`config.mk`:
```
export PLATFORM = sky130hd
export DESIGN_NAME = cpt_timer
export DESIGN_NICKNAME = d
export VERILOG_FILES = /design/src/core/cpt_pkg.sv /design/src/core/cpt_timer.sv
export SDC_FILE = /design/constraint.sdc
export NUM_CORES = 1
export LEC_CHECK = 0
export ABC_AREA = 1
export BUFFER_PORTS_ARGS = -buffer_cell sky130_fd_sc_hd__buf_2
export CAP_MARGIN = 20
export CELL_PAD_IN_SITES_DETAIL_PLACEMENT = 2
export CELL_PAD_IN_SITES_GLOBAL_PLACEMENT = 2
export CORE_MARGIN = 5
export CORE_UTILIZATION = 32
export CTS_CLUSTER_SIZE = 30
export DETAILED_ROUTE_END_ITERATION = 8
export GPL_ROUTABILITY_DRIVEN = 0
export PLACE_DENSITY_LB_ADDON = 0.12
export SKIP_LAST_GASP = 1
export SLEW_MARGIN = 20
export SYNTH_ARGS = -nofsm -noshare
export SYNTH_HDL_FRONTEND = slang
export SYNTH_SLANG_ARGS = --single-unit
```
`constraint.sdc`:
```
create_clock -name SYS_CLK_IN -period 5.1 [get_ports SYS_CLK_IN]
set_input_delay 0 -clock SYS_CLK_IN [delete_from_list [all_inputs] [get_ports SYS_CLK_IN]]
set_output_delay 0 -clock SYS_CLK_IN [all_outputs]
set_load 0.005 [all_outputs]
```
`src/core/cpt_pkg.sv`:
```
// constants, field layouts and types of the compact timer
package cpt_pkg;

  // ----------------------------------------
  // register byte addresses
  // ----------------------------------------
  localparam logic [7:0] CPT_OFS_COUNT_LOW  = 8'h00;
  localparam logic [7:0] CPT_OFS_COUNT_HIGH = 8'h04;
  localparam logic [7:0] CPT_OFS_CMPA_LOW   = 8'h08;
  localparam logic [7:0] CPT_OFS_CMPA_HIGH  = 8'h0C;
  localparam logic [7:0] CPT_OFS_CONTROL_0  = 8'h10;
  localparam logic [7:0] CPT_OFS_CONTROL_1  = 8'h14;
  localparam logic [7:0] CPT_OFS_STATUS     = 8'h18;

  // ----------------------------------------
  // field positions and reset values
  // ----------------------------------------
  localparam int         CPT_CNT_W        = 10;
  localparam int         CPT_PER_W        = 3;
  localparam int         CPT_C0_RUN_BIT   = 0;
  localparam int         CPT_C0_PER_LSB   = 4;
  localparam int         CPT_ST_FLAG_A    = 0;
  localparam int         CPT_ST_FLAG_P    = 1;
  localparam logic [9:0] CPT_COUNT_RESET  = 10'h000;
  localparam logic [9:0] CPT_CMPA_RESET   = 10'h000;
  localparam logic [9:0] CPT_COUNT_MAX    = 10'h3FF;
  localparam logic [2:0] CPT_PER_RESET    = 3'h0;
  localparam logic [7:0] CPT_CTRL1_RESET  = 8'h00;
  localparam logic [10:0] CPT_FULL_SPAN   = 11'h400;

  // ----------------------------------------
  // modes and pin actions
  // ----------------------------------------
  typedef enum logic [1:0] {
    CPT_MODE_COMPARE = 2'h0,
    CPT_MODE_UNUSED  = 2'h1,
    CPT_MODE_PWM     = 2'h2,
    CPT_MODE_TIMER   = 2'h3
  } cpt_mode_t;

  typedef enum logic [1:0] {
    CPT_ACT_NONE   = 2'h0,
    CPT_ACT_LOW    = 2'h1,
    CPT_ACT_HIGH   = 2'h2,
    CPT_ACT_TOGGLE = 2'h3
  } cpt_action_t;

  typedef struct packed {
    cpt_mode_t   mode;
    cpt_action_t action;
    logic        initial_output;
    logic        output_polarity;
    logic        period_duty_swap;
    logic        clear_select;
  } cpt_ctrl1_t;

endpackage : cpt_pkg

```
`src/core/cpt_timer.sv`:
```
// compact timer: 10-bit counter, comparators A and P, APB register slave
`timescale 1ns/1ps
`default_nettype none

module cpt_timer
  import cpt_pkg::*;
#(
  parameter int ADDR_W = 8
) (
  input  wire logic              SYS_CLK_IN,
  input  wire logic              RESET_N_IN,
  input  wire logic              PSEL_IN,
  input  wire logic              PENABLE_IN,
  input  wire logic              PWRITE_IN,
  input  wire logic [ADDR_W-1:0] PADDR_IN,
  input  wire logic [31:0]       PWDATA_IN,
  output var  logic [31:0]       PRDATA_OUT,
  output var  logic              PREADY_OUT,
  output var  logic              PSLVERR_OUT,
  output var  logic              TIMER_PIN_OUT,
  output var  logic              TIMER_PIN_OE_OUT,
  output var  logic              FLAG_A_OUT,
  output var  logic              FLAG_P_OUT
);

  // ----------------------------------------
  // elaboration checks
  // ----------------------------------------
  if (ADDR_W < 5) begin : g_bad_addr
    $error("ADDR_W too narrow for the register map");
  end

  // the datapath below is written for a 10-bit counter and a 3-bit period
  if (CPT_CNT_W != 10) begin : g_bad_cnt_w
    $error("counter width must be 10 bits");
  end

  if (CPT_PER_W != 3) begin : g_bad_per_w
    $error("period field must be 3 bits");
  end

  // control and status fields must sit inside the byte that software sees
  if (CPT_C0_PER_LSB + CPT_PER_W > 8) begin : g_bad_per_pos
    $error("period field overruns control byte");
  end

  if (CPT_C0_RUN_BIT > 7) begin : g_bad_run_pos
    $error("run bit outside control byte");
  end

  if (CPT_ST_FLAG_A > 7 || CPT_ST_FLAG_P > 7) begin : g_bad_flag_pos
    $error("status flag outside status byte");
  end

  if (CPT_ST_FLAG_A == CPT_ST_FLAG_P) begin : g_same_flag_pos
    $error("status flags share one bit");
  end

  // every register takes one aligned word of the bus
  if (((CPT_OFS_COUNT_HIGH | CPT_OFS_CMPA_LOW | CPT_OFS_CMPA_HIGH | CPT_OFS_CONTROL_0 |
        CPT_OFS_CONTROL_1 | CPT_OFS_STATUS) & 8'h03) != 8'h00) begin : g_bad_align
    $error("register offsets must be word aligned");
  end

  // ----------------------------------------
  // state
  // ----------------------------------------
  logic [9:0] count;
  logic [9:0] compare_a_value;
  logic [2:0] period_value;
  logic       timer_run;
  logic       run_prev;
  cpt_ctrl1_t ctrl1;
  logic       compare_a_flag;
  logic       compare_p_flag;
  logic       pin_level;

  // ----------------------------------------
  // APB decode
  // ----------------------------------------
  wire logic [7:0] addr8      = 8'(PADDR_IN);
  wire logic       setup_cyc  = PSEL_IN & ~PENABLE_IN;
  wire logic       access_cyc = PSEL_IN & PENABLE_IN & PREADY_OUT;
  wire logic       wr_cyc     = access_cyc & PWRITE_IN;

  wire logic hit_cnt_lo = (addr8 == CPT_OFS_COUNT_LOW);
  wire logic hit_cnt_hi = (addr8 == CPT_OFS_COUNT_HIGH);
  wire logic hit_cma_lo = (addr8 == CPT_OFS_CMPA_LOW);
  wire logic hit_cma_hi = (addr8 == CPT_OFS_CMPA_HIGH);
  wire logic hit_ctrl0  = (addr8 == CPT_OFS_CONTROL_0);
  wire logic hit_ctrl1  = (addr8 == CPT_OFS_CONTROL_1);
  wire logic hit_status = (addr8 == CPT_OFS_STATUS);

  // upper address bits beyond the map make the access unmapped
  wire logic upper_clear = (ADDR_W > 8) ? (PADDR_IN >> 8) == '0 : 1'b1;
  wire logic mapped = upper_clear & (hit_cnt_lo | hit_cnt_hi | hit_cma_lo | hit_cma_hi |
                                     hit_ctrl0 | hit_ctrl1 | hit_status);

  wire logic wr_cma_lo = wr_cyc & upper_clear & hit_cma_lo;
  wire logic wr_cma_hi = wr_cyc & upper_clear & hit_cma_hi;
  wire logic wr_ctrl0  = wr_cyc & upper_clear & hit_ctrl0;
  wire logic wr_ctrl1  = wr_cyc & upper_clear & hit_ctrl1;
  wire logic wr_status = wr_cyc & upper_clear & hit_status;

  // the two count bytes are not latched together; stopping the timer clears the count to zero
  logic [31:0] read_word;
  always_comb begin
    read_word = 32'h0000_0000;
    if (!upper_clear) begin
      read_word = 32'h0000_0000;
    end else if (hit_cnt_lo) begin
      read_word[7:0] = count[7:0];
    end else if (hit_cnt_hi) begin
      read_word[1:0] = count[9:8];
    end else if (hit_cma_lo) begin
      read_word[7:0] = compare_a_value[7:0];
    end else if (hit_cma_hi) begin
      read_word[1:0] = compare_a_value[9:8];
    end else if (hit_ctrl0) begin
      read_word[CPT_C0_RUN_BIT] = timer_run;
      read_word[CPT_C0_PER_LSB +: CPT_PER_W] = period_value;
    end else if (hit_ctrl1) begin
      read_word[7:0] = ctrl1;
    end else if (hit_status) begin
      read_word[CPT_ST_FLAG_A] = compare_a_flag;
      read_word[CPT_ST_FLAG_P] = compare_p_flag;
    end
  end

  // ----------------------------------------
  // mode decode
  // ----------------------------------------
  wire logic mode_cmp   = (ctrl1.mode == CPT_MODE_COMPARE);
  wire logic mode_pwm   = (ctrl1.mode == CPT_MODE_PWM);
  // mode 01 is undefined; it runs as timer/counter with the pin released
  wire logic mode_timer = ~(mode_cmp | mode_pwm);
  wire logic pin_used   = ~mode_timer;
  wire logic run_rise   = timer_run & ~run_prev;

  // ----------------------------------------
  // comparators
  // ----------------------------------------
  // last count of a P period; a P value of zero wraps this to 3FF, so
  // overflow clearing on P only arises with every P bit zero
  wire logic [9:0] p_end = {period_value, 7'h00} - 10'h001;
  wire logic [10:0] p_span = (period_value == CPT_PER_RESET) ?
                             CPT_FULL_SPAN : {1'b0, period_value, 7'h00};

  wire logic eq_a    = (count == compare_a_value);
  wire logic eq_p    = (count == p_end);
  wire logic a_zero  = (compare_a_value == CPT_CMPA_RESET);

  // clear-select only matters outside PWM
  wire logic clr_on_a = mode_pwm ? ctrl1.period_duty_swap : ctrl1.clear_select;

  // A value zero with clear-on-A leaves the counter to wrap at 3FF
  wire logic a_match = mode_pwm ? eq_a :
                       (eq_a & ~(ctrl1.clear_select & a_zero));
  wire logic p_match = mode_pwm ? eq_p :
                       (eq_p & ~ctrl1.clear_select);

  wire logic clear_now = clr_on_a ? (eq_a & ~a_zero) : eq_p;

  wire logic set_a = timer_run & a_match;
  wire logic set_p = timer_run & p_match;

  // ----------------------------------------
  // counter
  // ----------------------------------------
  logic [9:0] next_count;
  always_comb begin
    if (!timer_run) begin
      next_count = CPT_COUNT_RESET;
    end else if (clear_now) begin
      next_count = CPT_COUNT_RESET;
    end else begin
      next_count = count + 10'h001;
    end
  end

  // ----------------------------------------
  // compare-mode pin level
  // ----------------------------------------
  logic next_pin_level;
  always_comb begin
    next_pin_level = pin_level;
    if (run_rise) begin
      next_pin_level = ctrl1.initial_output;
    end else if (mode_cmp && set_a) begin
      case (ctrl1.action)
        CPT_ACT_LOW:    next_pin_level = 1'b0;
        CPT_ACT_HIGH:   next_pin_level = 1'b1;
        CPT_ACT_TOGGLE: next_pin_level = ~pin_level;
        default:        next_pin_level = pin_level;
      endcase
    end
  end

  // ----------------------------------------
  // PWM waveform
  // ----------------------------------------
  // with swap 0 the count never reaches an A value at or above the
  // period, so the duty is full there without a special case
  wire logic duty_on = ctrl1.period_duty_swap ?
                       ({1'b0, count} < p_span) :
                       (count < compare_a_value);
  wire logic wave    = ctrl1.initial_output ? duty_on : ~duty_on;
  wire logic pwm_lvl = (ctrl1.action == CPT_ACT_NONE) ? 1'b0 :
                       (ctrl1.action == CPT_ACT_LOW)  ? 1'b1 :
                       (timer_run ? wave : pin_level);

  wire logic raw_pin      = mode_pwm ? pwm_lvl : next_pin_level;
  wire logic next_pin_out = pin_used ? (raw_pin ^ ctrl1.output_polarity) : 1'b0;

  // ----------------------------------------
  // flags: a new match outranks a software clear in the same cycle
  // ----------------------------------------
  wire logic clr_a = wr_status & PWDATA_IN[CPT_ST_FLAG_A];
  wire logic clr_p = wr_status & PWDATA_IN[CPT_ST_FLAG_P];
  wire logic next_flag_a = set_a | (compare_a_flag & ~clr_a);
  wire logic next_flag_p = set_p | (compare_p_flag & ~clr_p);

  // ----------------------------------------
  // register writes
  // ----------------------------------------
  wire logic [9:0] next_cmpa = wr_cma_lo ? {compare_a_value[9:8], PWDATA_IN[7:0]} :
                               wr_cma_hi ? {PWDATA_IN[1:0], compare_a_value[7:0]} :
                               compare_a_value;
  wire logic       next_run  = wr_ctrl0 ? PWDATA_IN[CPT_C0_RUN_BIT] : timer_run;
  wire logic [2:0] next_per  = wr_ctrl0 ? PWDATA_IN[CPT_C0_PER_LSB +: CPT_PER_W] :
                               period_value;
  wire cpt_ctrl1_t next_ctrl1 = wr_ctrl1 ? cpt_ctrl1_t'(PWDATA_IN[7:0]) : ctrl1;

  // ----------------------------------------
  // APB answer: one wait-free access phase, data registered in setup
  // ----------------------------------------
  always_ff @(posedge SYS_CLK_IN or negedge RESET_N_IN) begin
    if (!RESET_N_IN) begin
      PREADY_OUT <= 1'b0;
    end else begin
      PREADY_OUT <= setup_cyc;
    end
  end

  always_ff @(posedge SYS_CLK_IN or negedge RESET_N_IN) begin
    if (!RESET_N_IN) begin
      PSLVERR_OUT <= 1'b0;
    end else begin
      PSLVERR_OUT <= setup_cyc & ~mapped;
    end
  end

  always_ff @(posedge SYS_CLK_IN or negedge RESET_N_IN) begin
    if (!RESET_N_IN) begin
      PRDATA_OUT <= 32'h0000_0000;
    end else begin
      PRDATA_OUT <= (setup_cyc & ~PWRITE_IN) ? read_word : 32'h0000_0000;
    end
  end

  // ----------------------------------------
  // software registers
  // ----------------------------------------
  always_ff @(posedge SYS_CLK_IN or negedge RESET_N_IN) begin
    if (!RESET_N_IN) begin
      compare_a_value <= CPT_CMPA_RESET;
    end else begin
      compare_a_value <= next_cmpa;
    end
  end

  always_ff @(posedge SYS_CLK_IN or negedge RESET_N_IN) begin
    if (!RESET_N_IN) begin
      timer_run <= 1'b0;
    end else begin
      timer_run <= next_run;
    end
  end

  always_ff @(posedge SYS_CLK_IN or negedge RESET_N_IN) begin
    if (!RESET_N_IN) begin
      period_value <= CPT_PER_RESET;
    end else begin
      period_value <= next_per;
    end
  end

  always_ff @(posedge SYS_CLK_IN or negedge RESET_N_IN) begin
    if (!RESET_N_IN) begin
      ctrl1 <= cpt_ctrl1_t'(CPT_CTRL1_RESET);
    end else begin
      ctrl1 <= next_ctrl1;
    end
  end

  // ----------------------------------------
  // timer core
  // ----------------------------------------
  always_ff @(posedge SYS_CLK_IN or negedge RESET_N_IN) begin
    if (!RESET_N_IN) begin
      count <= CPT_COUNT_RESET;
    end else begin
      count <= next_count;
    end
  end

  always_ff @(posedge SYS_CLK_IN or negedge RESET_N_IN) begin
    if (!RESET_N_IN) begin
      run_prev <= 1'b0;
    end else begin
      run_prev <= timer_run;
    end
  end

  always_ff @(posedge SYS_CLK_IN or negedge RESET_N_IN) begin
    if (!RESET_N_IN) begin
      pin_level <= 1'b0;
    end else begin
      pin_level <= next_pin_level;
    end
  end

  always_ff @(posedge SYS_CLK_IN or negedge RESET_N_IN) begin
    if (!RESET_N_IN) begin
      compare_a_flag <= 1'b0;
    end else begin
      compare_a_flag <= next_flag_a;
    end
  end

  always_ff @(posedge SYS_CLK_IN or negedge RESET_N_IN) begin
    if (!RESET_N_IN) begin
      compare_p_flag <= 1'b0;
    end else begin
      compare_p_flag <= next_flag_p;
    end
  end

  // ----------------------------------------
  // pin and flag outputs
  // ----------------------------------------
  always_ff @(posedge SYS_CLK_IN or negedge RESET_N_IN) begin
    if (!RESET_N_IN) begin
      TIMER_PIN_OUT <= 1'b0;
    end else begin
      TIMER_PIN_OUT <= next_pin_out;
    end
  end

  always_ff @(posedge SYS_CLK_IN or negedge RESET_N_IN) begin
    if (!RESET_N_IN) begin
      TIMER_PIN_OE_OUT <= 1'b0;
    end else begin
      TIMER_PIN_OE_OUT <= pin_used;
    end
  end

  always_ff @(posedge SYS_CLK_IN or negedge RESET_N_IN) begin
    if (!RESET_N_IN) begin
      FLAG_A_OUT <= 1'b0;
    end else begin
      FLAG_A_OUT <= next_flag_a;
    end
  end

  always_ff @(posedge SYS_CLK_IN or negedge RESET_N_IN) begin
    if (!RESET_N_IN) begin
      FLAG_P_OUT <= 1'b0;
    end else begin
      FLAG_P_OUT <= next_flag_p;
    end
  end

endmodule : cpt_timer

`default_nettype wire

```
==> results of run 1 <==
==> critical path: stages (launching register included) <==
cell	delay, ns
dfrtp_1	0.47
ha_1	0.24
nand2_2	0.07
nor2_1	0.16
and3_2	0.23
nand4_1	0.19
o221ai_2	0.52
nor3b_1	0.11
==> worst max-delay path by stage <==
stage	depth (start not counted)	slack (ns)	endpoint	startpoint
after floorplan	15	3.33	TIMER_PIN_OUT$_DFF_PN0_	period_value[0]$_DFFE_PN0P_
after global placement	7	3.01	count[7]$_DFF_PN0_	count[0]$_DFF_PN0_
after detailed placement	7	2.96	count[9]$_DFF_PN0_	count[0]$_DFF_PN0_
after CTS	7	2.92	count[9]$_DFF_PN0_	count[0]$_DFF_PN0_
after global routing	7	2.78	count[7]$_DFF_PN0_	count[0]$_DFF_PN0_
final	7	2.97	count[7]$_DFF_PN0_	count[0]$_DFF_PN0_
==> area by class of cell <==
cell class | count | area, um^2
timing repair buffer | 41 | 237.7
clock inverter | 2 | 60.06
clock buffer | 5 | 68.82
multi-input combinational | 259 | 1486
sequential | 48 | 1201
fill | 1078 | 5801
tap | 111 | 138.9
inverter | 54 | 202.7
==> stage by stage <==
step	instance area (um^2)	power [mW]	utilization	setup WS, ns
finish	3396	0.7669	0.3693	2.968
global route	3396	0.8049	0.3693	2.784
CTS	3396	0.7788	0.3693	2.923
detailed placement	3207	0.4430	0.3487	2.964
global placement	3207	0.4409	0.3487	3.012
floorplan	3087	0.4296	-	3.327
==> power by group through the flow <==
stage | combinational [mW] | clock [mW] | sequential, mW
2_1_floorplan | 0.0366 | 0 | 0.393
3_3_place_gp | 0.0480 | 0 | 0.393
3_5_place_dp | 0.0499 | 0 | 0.393
4_1_cts | 0.0537 | 0.340 | 0.386
5_1_grt | 0.0605 | 0.358 | 0.386
6_report | 0.0525 | 0.329 | 0.385
==> cell families after synthesis <==
group | Yosys count | synth area share
buf+inv | 80 | 0.1330
compound gates | 62 | 0.1376
simple gates | 151 | 0.2448
fa+ha+maj | 15 | 0.06255
xor+xnor | 7 | 0.02043
other cells | 1 | 0.001250
flops | 48 | 0.4003
==> layer usage <==
| metal | vias up | global-route usage | routed length, um |
|---|---|---|---|
| li1 | 1205 | - | - |
| met1 | 1212 | 0.1976 | 3926 |
| met2 | 47 | 0.2765 | 4297 |
| met3 | 7 | 0.02529 | 287 |
| met4 | 0 | 0.02831 | 68 |
| met5 | - | 0 | 0 |
==> flip-flops by register name (all words and copies together) (netlist names), 3 cells and up <==
register	count
PRDATA_OUT	8
ctrl1	8
compare_a_value	10
period_value	3
count	10
==> cell usage in the layout (no fill, tap or decap), types with 3 or more instances in the layout <==
| cell type | instances |
|---|---|
| a21oi_1 | 11 |
| a221oi_1 | 3 |
| buf_2 | 34 |
| clkbuf_8 | 5 |
| conb_1 | 24 |
| dfrtp_1 | 48 |
| dlygate4sd3_1 | 6 |
| ha_1 | 15 |
| inv_1 | 50 |
| inv_2 | 4 |
| nand2_1 | 75 |
| nand2_2 | 5 |
| nand3_1 | 10 |
| nand3_2 | 3 |
| nor2_1 | 34 |
| nor2_2 | 6 |
| nor2_4 | 5 |
| o21ai_0 | 16 |
| o21ai_1 | 5 |
| o21ai_2 | 10 |
| o22ai_1 | 6 |
| xor2_1 | 5 |
==> run summary, run 1 <==
Status -> complete, no violations
Setup crit end kind -> flop
Postcts setup bufs -> 0
Critical path launch point type -> flop
Worst reg2reg path depth -> 7
1st-iter DRT viols -> 47
Resized cells post-CTS -> 0
Syn-to-layout area delta -> 13.18%
Hold-critical path depth -> 3
Flop2flop setup slack -> 2.97 ns
Fmax -> 0.4690 GHz
CTS buffer count -> 5
Remaining DRCs -> 0
Antenna violations before repair -> 0
Non-Filler Instances -> 520
# hold bufs at CTS -> 6
Fin crit share -> 0.4181
Number of port buffers -> 34
Hold slack -> 0.003005 ns
Final-report max-slew violation count -> 0
CP arrival -> 2.30 ns
Pwr dens -> 225.8 nW/um^2
Dpl hpwl -> 6967 um
Die H -> 106.8 um
Synth Area per Inst -> 8.243 um^2
Die Width -> 106.8 um
Die area -> 11410 um^2
Synth warn -> 0
Drt total wl -> 8578 um
Switching Fraction -> 0.2250
Clock power frac -> 0.429
Initial core utilization -> 0.3263
Synth cell types -> 43
Post-Synthesis Cell Area -> 3000 um^2
Slew Limit Headroom -> 0.5723
Max_cap viols -> 0
Htree depth -> 2
Clk buf depth -> 2
Post-synth EDFFs -> 0
Worst r2r src -> count[0]$_DFF_PN0_
Hold_sp -> PWDATA_IN[4]
Gate power share -> 0.068
Routed Antenna Nets -> 0
Core area -> 9196 um^2
Nets -> 469
Sequential-to-total area share from yosys stat -> 0.4003
First-pass GRT wire length -> 13860 um
Seq cells post-synth -> 48
Final min period -> 2.132 ns
Worst slew pin tran -> 0.6415 ns
Total congestion overflow -> 0
Top cells by area, synth -> dfrtp_1 (40%), nand2_1 (9.4%), ha_1 (6.3%)
Worst-path clk slew -> 0.09 ns
Critical path type -> flop to flop
Num ports -> 83
Dpl cells -> 507
Pin count of the biggest net entering global routing -> 49
VDD IR max -> 0.09953 mV
Vias -> 2471
Clock sink total -> 48
N_diodes -> 0
DRT Pass-1 Iters -> 4
Vias in the first global route -> 2685
NetSw -> 0.1726 mW
Share of cells above drive strength 1 -> 0.2078
Crit-path max FO -> 10
Leakage -> 1.652 nW
Hold EP -> compare_a_value[4]$_DFFE_PN0P_
Cell taking the most area after synthesis -> dfrtp_1
Number of vias per cell -> 4.752
Clk_skew -> 0.01045 ns
Capturing point of the worst reg2reg path -> count[7]$_DFF_PN0_
Pint -> 0.5943 mW
Most common cell in the synthesized netlist -> nand2_1
Root Buffer -> clkbuf_8
Worst-Skew Late Latency -> 0.31 ns
RSZ-0062 raised after global routing -> false
Row count -> 35
Worst Path Required -> 5.27 ns
Seq pwr share -> 0.503
Most frequent cells after synthesis -> nand2_1 (75), inv_1 (50), dfrtp_1 (48)
Share of flip-flops with an asynchronous set or reset -> 1.000
TritonCTS clock tree -> done
Setup TNS -> 0 ns
Total track usage -> 0.1546
Final Hold Fails -> 0
Tightest Hold Check Type -> input port to flop
Mapped Cells -> 364
Setup Viol. Count Final -> 0
Drt wl/cell -> 16.50 um
Top-area cell type share of the netlist area -> 0.4003
Synth Flop Type -> dfrtp_1
Note: power is estimated with default switching activity, not from simulation.
==> run 2: changes to the inputs <==
- ABC_AREA: 1 -> 0
- CORE_UTILIZATION: 32 -> 31
- clock period: 5.1 -> 2.06 ns (I/O delays scaled with it)
==> run 2 against run 1 <==
The run now ends with setup timing left. Non-clock buffer count up 55. Worst hold slack better by 0.016 ns. Clock skew down 0.0033 ns. Die area down 0.47%. Clock power up 88%. Wire length up 24%. Clock-buffer cell count up 3. Utilization up 4.7 points. Combinational power rose to 2.8 times the previous value. Synthesized cell count down 16%. Largest cell class unchanged. Highest routed layer unchanged.
==> run summary, run 2 <==
N_diodes -> 0 (unchanged)
Remaining DRCs -> 0 (unchanged)
Fmax -> 0.4316 GHz (-8.0%)
Root Buffer -> clkbuf_8
Htree depth -> 2 (unchanged)
Worst reg2reg path depth -> 7 (unchanged)
Failing checks -> setup timing
Tightest Hold Check Type -> input port to flop
Clock sink total -> 48 (unchanged)
Clk_skew -> 0.007104 ns (-0.003347 ns)
Share of cells above drive strength 1 -> 0.3308 (+0.1230)
Leakage -> 1.806 nW (+9.3%)
Sequential Area -> 1202 um^2 (+0.10%)
Worst path buffer plus inverter count -> 1 (+1)
Worst slew pin tran -> 0.6834 ns (+0.04183 ns)
Pin count of the biggest net entering global routing -> 49 (unchanged)
CTS buffer count -> 5 (unchanged)
Post-Synthesis Cell Area -> 2892 um^2 (-3.6%)
Nets -> 458 (-2.3%)
Critical Path Slowest Stage Cell -> or4_4
Mapped Cells -> 305 (-16%)
Synth Area per Inst -> 9.480 um^2 (+15%)
Final min period -> 2.317 ns (+0.1845 ns)
Final-report max-slew violation count -> 0 (unchanged)
Initial core utilization -> 0.3159 (-0.01033)
Non-Filler Instances -> 510 (-1.9%)
CP arrival -> 2.51 ns (+0.21 ns)
Flop2flop setup slack -> -0.26 ns (-3.22 ns)
Synth Flop Type -> dfrtp_1
Number of vias per cell -> 5.120 (+7.7%)
Slew Limit Headroom -> 0.5444 (-0.02789)
DRT Pass-1 Iters -> 4 (unchanged)
Synth warn -> 0 (unchanged)
First-pass GRT wire length -> 16560 um (+19%)
VDD IR max -> 0.2116 mV (+110%)
Seq cells post-synth -> 48 (unchanged)
Worst-path clk slew -> 0.10 ns (about the same)
Worst Path Required -> 2.26 ns (-3.01 ns)
Total track usage -> 0.1905 (+0.03588)
Dpl cells -> 487 (-3.9%)
Syn-to-layout area delta -> 31.85%
Crit-path max FO -> 3 (-7)
Total congestion overflow -> 0 (unchanged)
Dpl hpwl -> 8029 um (+15%)
Row count -> 35 (unchanged)
Die Width -> 106.6 um (-0.23%)
RSZ-0062 raised after global routing -> true
Clk buf depth -> 2 (unchanged)
Commonest cells after routing, fill and taps aside -> buf_4 (48), dfrtp_1 (47), buf_2 (34)
Share of flip-flops with an asynchronous set or reset -> 1.000 (unchanged)
Drt wl/cell -> 20.84 um (+26%)
Final worst setup slack -> -0.2568 ns (-3.224 ns)
Crit path max-delay family -> simple AND/OR/NAND/NOR gates
Worst-Skew Late Latency -> 0.31 ns (about the same)
Vias in the first global route -> 2938 (+9.4%)
Pwr dens -> 450.9 nW/um^2 (+100%)
Status -> complete, but fails checks
Post-synth EDFFs -> 0 (unchanged)
Total Power -> 1.719 mW (+120%)
Capturing point of the worst reg2reg path -> TIMER_PIN_OUT$_DFF_PN0_
Die H -> 106.6 um (-0.23%)
Setup crit end kind -> flop
Die area -> 11360 um^2 (-0.47%)
Synth cell types -> 51 (+19%)
Top cells by area, synth -> dfrtp_1 (42%), ha_1 (6.5%), buf_4 (6.2%)
Worst r2r src -> compare_a_value[9]$_DFFE_PN0P_
Number of port buffers -> 34 (unchanged)
Max_cap viols -> 0 (unchanged)
1st-iter DRT viols -> 56 (+19%)
Biggest regs -> compare_a_value: 10 flops, count: 10 flops
Top-area cell type share of the netlist area -> 0.4154 (+0.01507)
Cell-by-cell trace of the critical path -> buf_6 -> or4_4 -> nor4_4 -> a2111oi_2 -> a211o_1 -> a2bb2oi_2 -> mux2_4
Num ports -> 83 (unchanged)
Routed Antenna Nets -> 0 (unchanged)
Most frequent cells after synthesis -> dfrtp_1 (48), nor2_1 (28), nand2_1 (25)
Cell taking the most area after synthesis -> dfrtp_1
Final Hold Fails -> 0 (unchanged)
Critical path launch point type -> flop
Hold-critical path depth -> 2 (-1)
Multi-input gate area -> 1627 um^2 (+9.4%)
TritonCTS clock tree -> done
Place WS -> -0.3351 ns (-3.300 ns)
Drt total wl -> 10630 um (+24%)
Setup Viol. Count Final -> 1 (+1)
Slowest cell delay on critical path -> 0.53 ns (about the same)
Sequential-to-total area share from yosys stat -> 0.4154 (+0.01507)
Setup TNS -> -0.2568 ns (-0.2568 ns)
Filler Cells Inserted -> 1006 (-6.7%)
Hold_sp -> PWDATA_IN[0]
Critical path type -> flop to flop
Most common cell in the synthesized netlist -> dfrtp_1
Commonest non-fill, non-tap cell in the layout -> buf_4
Core area -> 9153 um^2 (-0.48%)
Antenna violations before repair -> 0 (unchanged)
Vias -> 2611 (+5.7%)
Hold EP -> compare_a_value[0]$_DFFE_PN0P_
Fin crit share -> 1.125 (+0.7066)
## run 2: cell count changes after synthesis, sizes merged, moves of 8 or more
cell,delta
nand2,-56
inv,-33
nor2,-18
mux2,+15
o21ai,-12
clkbuf,+8
nor3,+8
## run 2: what timing repair did
item / in CTS / in global routing
pin swaps: 6 / 10
endpoints found under the setup margin: 11 / 11
gates resized for setup: 10 / 22
hold buffers: 10 / 0
setup buffers: 3 / 1
cloned: 1 / 0
endpoints found under the hold margin: 61 / 0
## run 2: layer usage
metal,share of wire,wire [um],vias to the layer above,GRT usage
met5,0,0,-,0
met4,0.012,126,0,0.04566
met3,0.035,372,10,0.02649
met2,0.52,5540,65,0.3489
met1,0.43,4588,1328,0.2352
li1,-,-,1208,-
## run 2: worst max path at each step
stage / start / endpoint / slack, ns / depth (start not counted)
floorplan: count[8]$_DFF_PN0_ / TIMER_PIN_OUT$_DFF_PN0_ / -0.14 / 7
global placement: compare_a_value[3]$_DFFE_PN0P_ / TIMER_PIN_OUT$_DFF_PN0_ / -0.20 / 8
detailed placement: compare_a_value[3]$_DFFE_PN0P_ / TIMER_PIN_OUT$_DFF_PN0_ / -0.34 / 8
CTS: compare_a_value[3]$_DFFE_PN0P_ / TIMER_PIN_OUT$_DFF_PN0_ / -0.26 / 7
global route: compare_a_value[5]$_DFFE_PN0P_ / TIMER_PIN_OUT$_DFF_PN0_ / -0.37 / 8
finish: compare_a_value[9]$_DFFE_PN0P_ / TIMER_PIN_OUT$_DFF_PN0_ / -0.26 / 7
## run 2: logic make-up after synthesis
kind of cell	synth area share
AO/OA/AOI/OAI	0.1450
XOR/XNOR	0.03332
adder cells (fa/ha/maj)	0.06491
buffers and inverters	0.1013
flip-flops	0.4154
multiplexers	0.06664
other	0.001297
AND/OR/NAND/NOR	0.1722
## run 2: worst register-to-register path, delay by kind of cell (launching register included)
family / cells / cell delay [ns]
AND/OR/NAND/NOR: 2 / 0.84
AO/OA/AOI/OAI: 3 / 0.55
flip-flops: 1 / 0.40
multiplexers: 1 / 0.30
buffers and inverters: 1 / 0.12
## run 2: power breakdown
group          internal, mW  total [mW]  switching, mW
registers             0.949       0.954        0.00516
logic                0.0568       0.148         0.0910
clock network         0.275       0.617          0.342
total                  1.28        1.72          0.438
## run 2: metrics by stage
stage / cell area, um^2 / util / hold slack, ns
after CTS: 3724 / 0.4068 / 0.01411
after floorplan: 2992 / - / -0.2956
after global routing: 3812 / 0.4165 / 0.02114
after detailed placement: 3446 / 0.3765 / 0.1677
after global placement: 3446 / 0.3765 / 0.1690
final: 3812 / 0.4165 / 0.01896
## run 2: area by class of cell
type / count / area share
multi-input combinational: 226 / 0.4266
sequential: 48 / 0.3154
timing repair buffer: 96 / 0.1772
tap: 111 / 0.03643
clock buffer: 8 / 0.02363
inverter: 21 / 0.02068
==> run 3: changes to the inputs <==
- ABC_AREA: 0 -> 1
- CAP_MARGIN: 20 -> unset
- CORE_UTILIZATION: 31 -> 30
- clock period: 2.06 -> 2.17 ns (I/O delays scaled with it)
==> run 3 against run 2 <==
The run now ends clean. Global-route usage shrank 2.8 points. Critical path depth grew 7. Total power shrank 1.2%. Maximum frequency increased by 17%. Clock skew up 0.0026 ns. Register-to-register slack improved by 0.44 ns. Wire length shrank 13%. Sequential cell count stayed put. Critical path type unchanged.
==> run summary, run 3 (same netlist as run 1, synthesis figures left out) <==
Number of port buffers -> 34 (unchanged)
Share of cells above drive strength 1 -> 0.2547 (-0.07615)
N_diodes -> 0 (unchanged)
Hold slack -> 0.006809 ns (-0.01215 ns)
Die Width -> 110.0 um (+3.2%)
Slowest cell delay on critical path -> 0.39 ns (-0.14 ns)
Status -> complete, no violations
Filler Cells Inserted -> 1153 (+15%)
First-pass GRT wire length -> 14860 um (-10%)
Syn-to-layout area delta -> 20.02%
Dpl hpwl -> 7450 um (-7.2%)
Final min period -> 1.983 ns (-0.3340 ns)
Gate power share -> 0.078 (-0.008)
Critical path launch point type -> flop
Worst-Skew Late Latency -> 0.31 ns (about the same)
Nets -> 487 (+6.3%)
Clk buf depth -> 2 (unchanged)
Worst Path Required -> 2.42 ns (+0.16 ns)
Clock power frac -> 0.389 (+0.030)
CP arrival -> 2.23 ns (-0.28 ns)
DRT Pass-1 Iters -> 4 (unchanged)
Antenna violations before repair -> 0 (unchanged)
Final-report max-slew violation count -> 0 (unchanged)
Number of vias per cell -> 4.558 (-11%)
Clk_skew -> 0.009689 ns (+0.002585 ns)
NetSw -> 0.4066 mW (-7.2%)
Vias -> 2557 (-2.1%)
Tightest Hold Check Type -> input port to flop
Total track usage -> 0.1625 (-0.02797)
Pwr dens -> 471.9 nW/um^2 (+4.7%)
VDD IR max -> 0.2034 mV (-3.9%)
Leakage -> 1.743 nW (-3.5%)
Slew Limit Headroom -> 0.5900 (+0.04554)
Critical path type -> flop to flop
Final Hold Fails -> 0 (unchanged)
Switching Fraction -> 0.2393 (-0.01568)
Root Buffer -> clkbuf_8
Commonest non-fill, non-tap cell in the layout -> nand2_1
Pint -> 1.293 mW (+0.93%)
Routed Antenna Nets -> 0 (unchanged)
Commonest cells after routing, fill and taps aside -> nand2_1 (74), dfrtp_1 (47), inv_1 (47)
Initial core utilization -> 0.3070 (-0.008962)
CTS buffer count -> 5 (unchanged)
Total congestion overflow -> 0 (unchanged)
Core area -> 9774 um^2 (+6.8%)
Setup Viol. Count Final -> 0 (-1)
Setup crit end kind -> flop
Biggest regs -> compare_a_value: 10 flops, count: 10 flops
TritonCTS clock tree -> done
Worst-path clk slew -> 0.09 ns (about the same)
1st-iter DRT viols -> 41 (-27%)
Drt wl/cell -> 16.43 um (-21%)
Max_cap viols -> 0 (unchanged)
Worst slew pin tran -> 0.6151 ns (-0.06832 ns)
Num ports -> 83 (unchanged)
Fin crit share -> 0.9137 (-0.2109)
Pin count of the biggest net entering global routing -> 26 (-47%)
Fmax -> 0.5043 GHz (+17%)
Seq pwr share -> 0.533 (-0.022)
Critical Path Slowest Stage Cell -> dfrtp_1
Row count -> 36 (+2.9%)
Die area -> 12100 um^2 (+6.5%)
Total Power -> 1.699 mW (-1.2%)
Remaining DRCs -> 0 (unchanged)
Vias in the first global route -> 2844 (-3.2%)
Die H -> 110.0 um (+3.2%)
Htree depth -> 2 (unchanged)
Cell-by-cell trace of the critical path -> inv_1 -> ha_1 -> nand2_2 -> nor2_4 -> nand3b_2 -> nor2_4 -> nand3_2 -> nor2_2 -> nor2_1 -> nand2_1 -> nand3_2 -> nand3_1 -> nand2_1 -> nor2_1
Crit-path max FO -> 3 (unchanged)
Drt total wl -> 9216 um (-13%)
Clock sink total -> 48 (unchanged)
==> run 3: layout make-up <==
type,instances,area (um^2),share of cell area
Multi-Input combinational cell,259,1516,0.4211
Inverter,54,202.7,0.05629
Clock buffer,6,72.57,0.02015
Tap cell,133,166.4,0.04621
Sequential cell,48,1202,0.3339
Timing Repair Buffer,59,405.4,0.1126
Clock inverter,2,35.03,0.009729
==> run 3: power by group through the flow <==
| stage | combinational (mW) | sequential, mW | clock [mW] |
|---|---|---|---|
| after detailed placement | 0.120 | 0.924 | 0 |
| after CTS | 0.133 | 0.906 | 0.698 |
| after global routing | 0.153 | 0.907 | 0.729 |
| final | 0.132 | 0.906 | 0.661 |
| after floorplan | 0.0860 | 0.924 | 0 |
| after global placement | 0.117 | 0.923 | 0 |
==> run 3: path summary, 6_finish.rpt <==
kind | start | end | slack (ns) | cells past startpoint
worst max-delay path | compare_a_value[9]$_DFFE_PN0P_ | TIMER_PIN_OUT$_DFF_PN0_ | 0.19 | 14
worst min-delay path | PWDATA_IN[1] | compare_a_value[1]$_DFFE_PN0P_ | 0.007 | 3
worst max register to register | compare_a_value[9]$_DFFE_PN0P_ | TIMER_PIN_OUT$_DFF_PN0_ | 0.19 | 14
worst min register to register | compare_a_value[7]$_DFFE_PN0P_ | compare_a_value[7]$_DFFE_PN0P_ | 0.50 | 2
max in group asynchronous | RESET_N_IN | ctrl1[5]$_DFFE_PN0P_ | 1.38 | 3
min in group asynchronous | RESET_N_IN | PRDATA_OUT[0]$_DFF_PN0_ | 0.23 | 2
==> run 3: routing by layer <==
layer / wire length [um] / up-vias / track usage / share of wire
met5: 0 / - / 0 / 0
met4: 179 / 0 / 0.05165 / 0.019
met3: 291 / 11 / 0.02271 / 0.032
met2: 4635 / 52 / 0.2894 / 0.50
met1: 4109 / 1252 / 0.2016 / 0.45
li1: - / 1242 / - / -
==> run 3: what timing repair did <==
action	4_1_cts	5_1_grt
buffers inserted	0	6
setup endpoints to repair	0	11
hold buffers	9	0
resized for setup	0	10
endpoints found under the hold margin	35	0
==> run 3: stage by stage <==
| step | cells | worst slack (ns) | cell area, um^2 | setup TNS, ns | utilization |
|---|---|---|---|---|---|
| 2_1_floorplan | 387 | 0.3972 | 3087 | 0 | - |
| 3_3_place_gp | 538 | 0.1892 | 3327 | 0 | 0.3404 |
| 3_5_place_dp | 538 | 0.1303 | 3327 | 0 | 0.3404 |
| 4_1_cts | 555 | 0.09106 | 3525 | 0 | 0.3606 |
| 5_1_grt | 561 | -0.01906 | 3601 | -0.01906 | 0.3684 |
| 6_report | 561 | 0.1872 | 3601 | 0 | 0.3684 |
==> run 3: critical path, delay by kind of cell, from the launching register on <==
kind,cells,cell delay (ns)
DFF,1,0.39
and+or+nand+nor,12,1.13
adders and majority gates,1,0.31
buffers and inverters,1,0.07
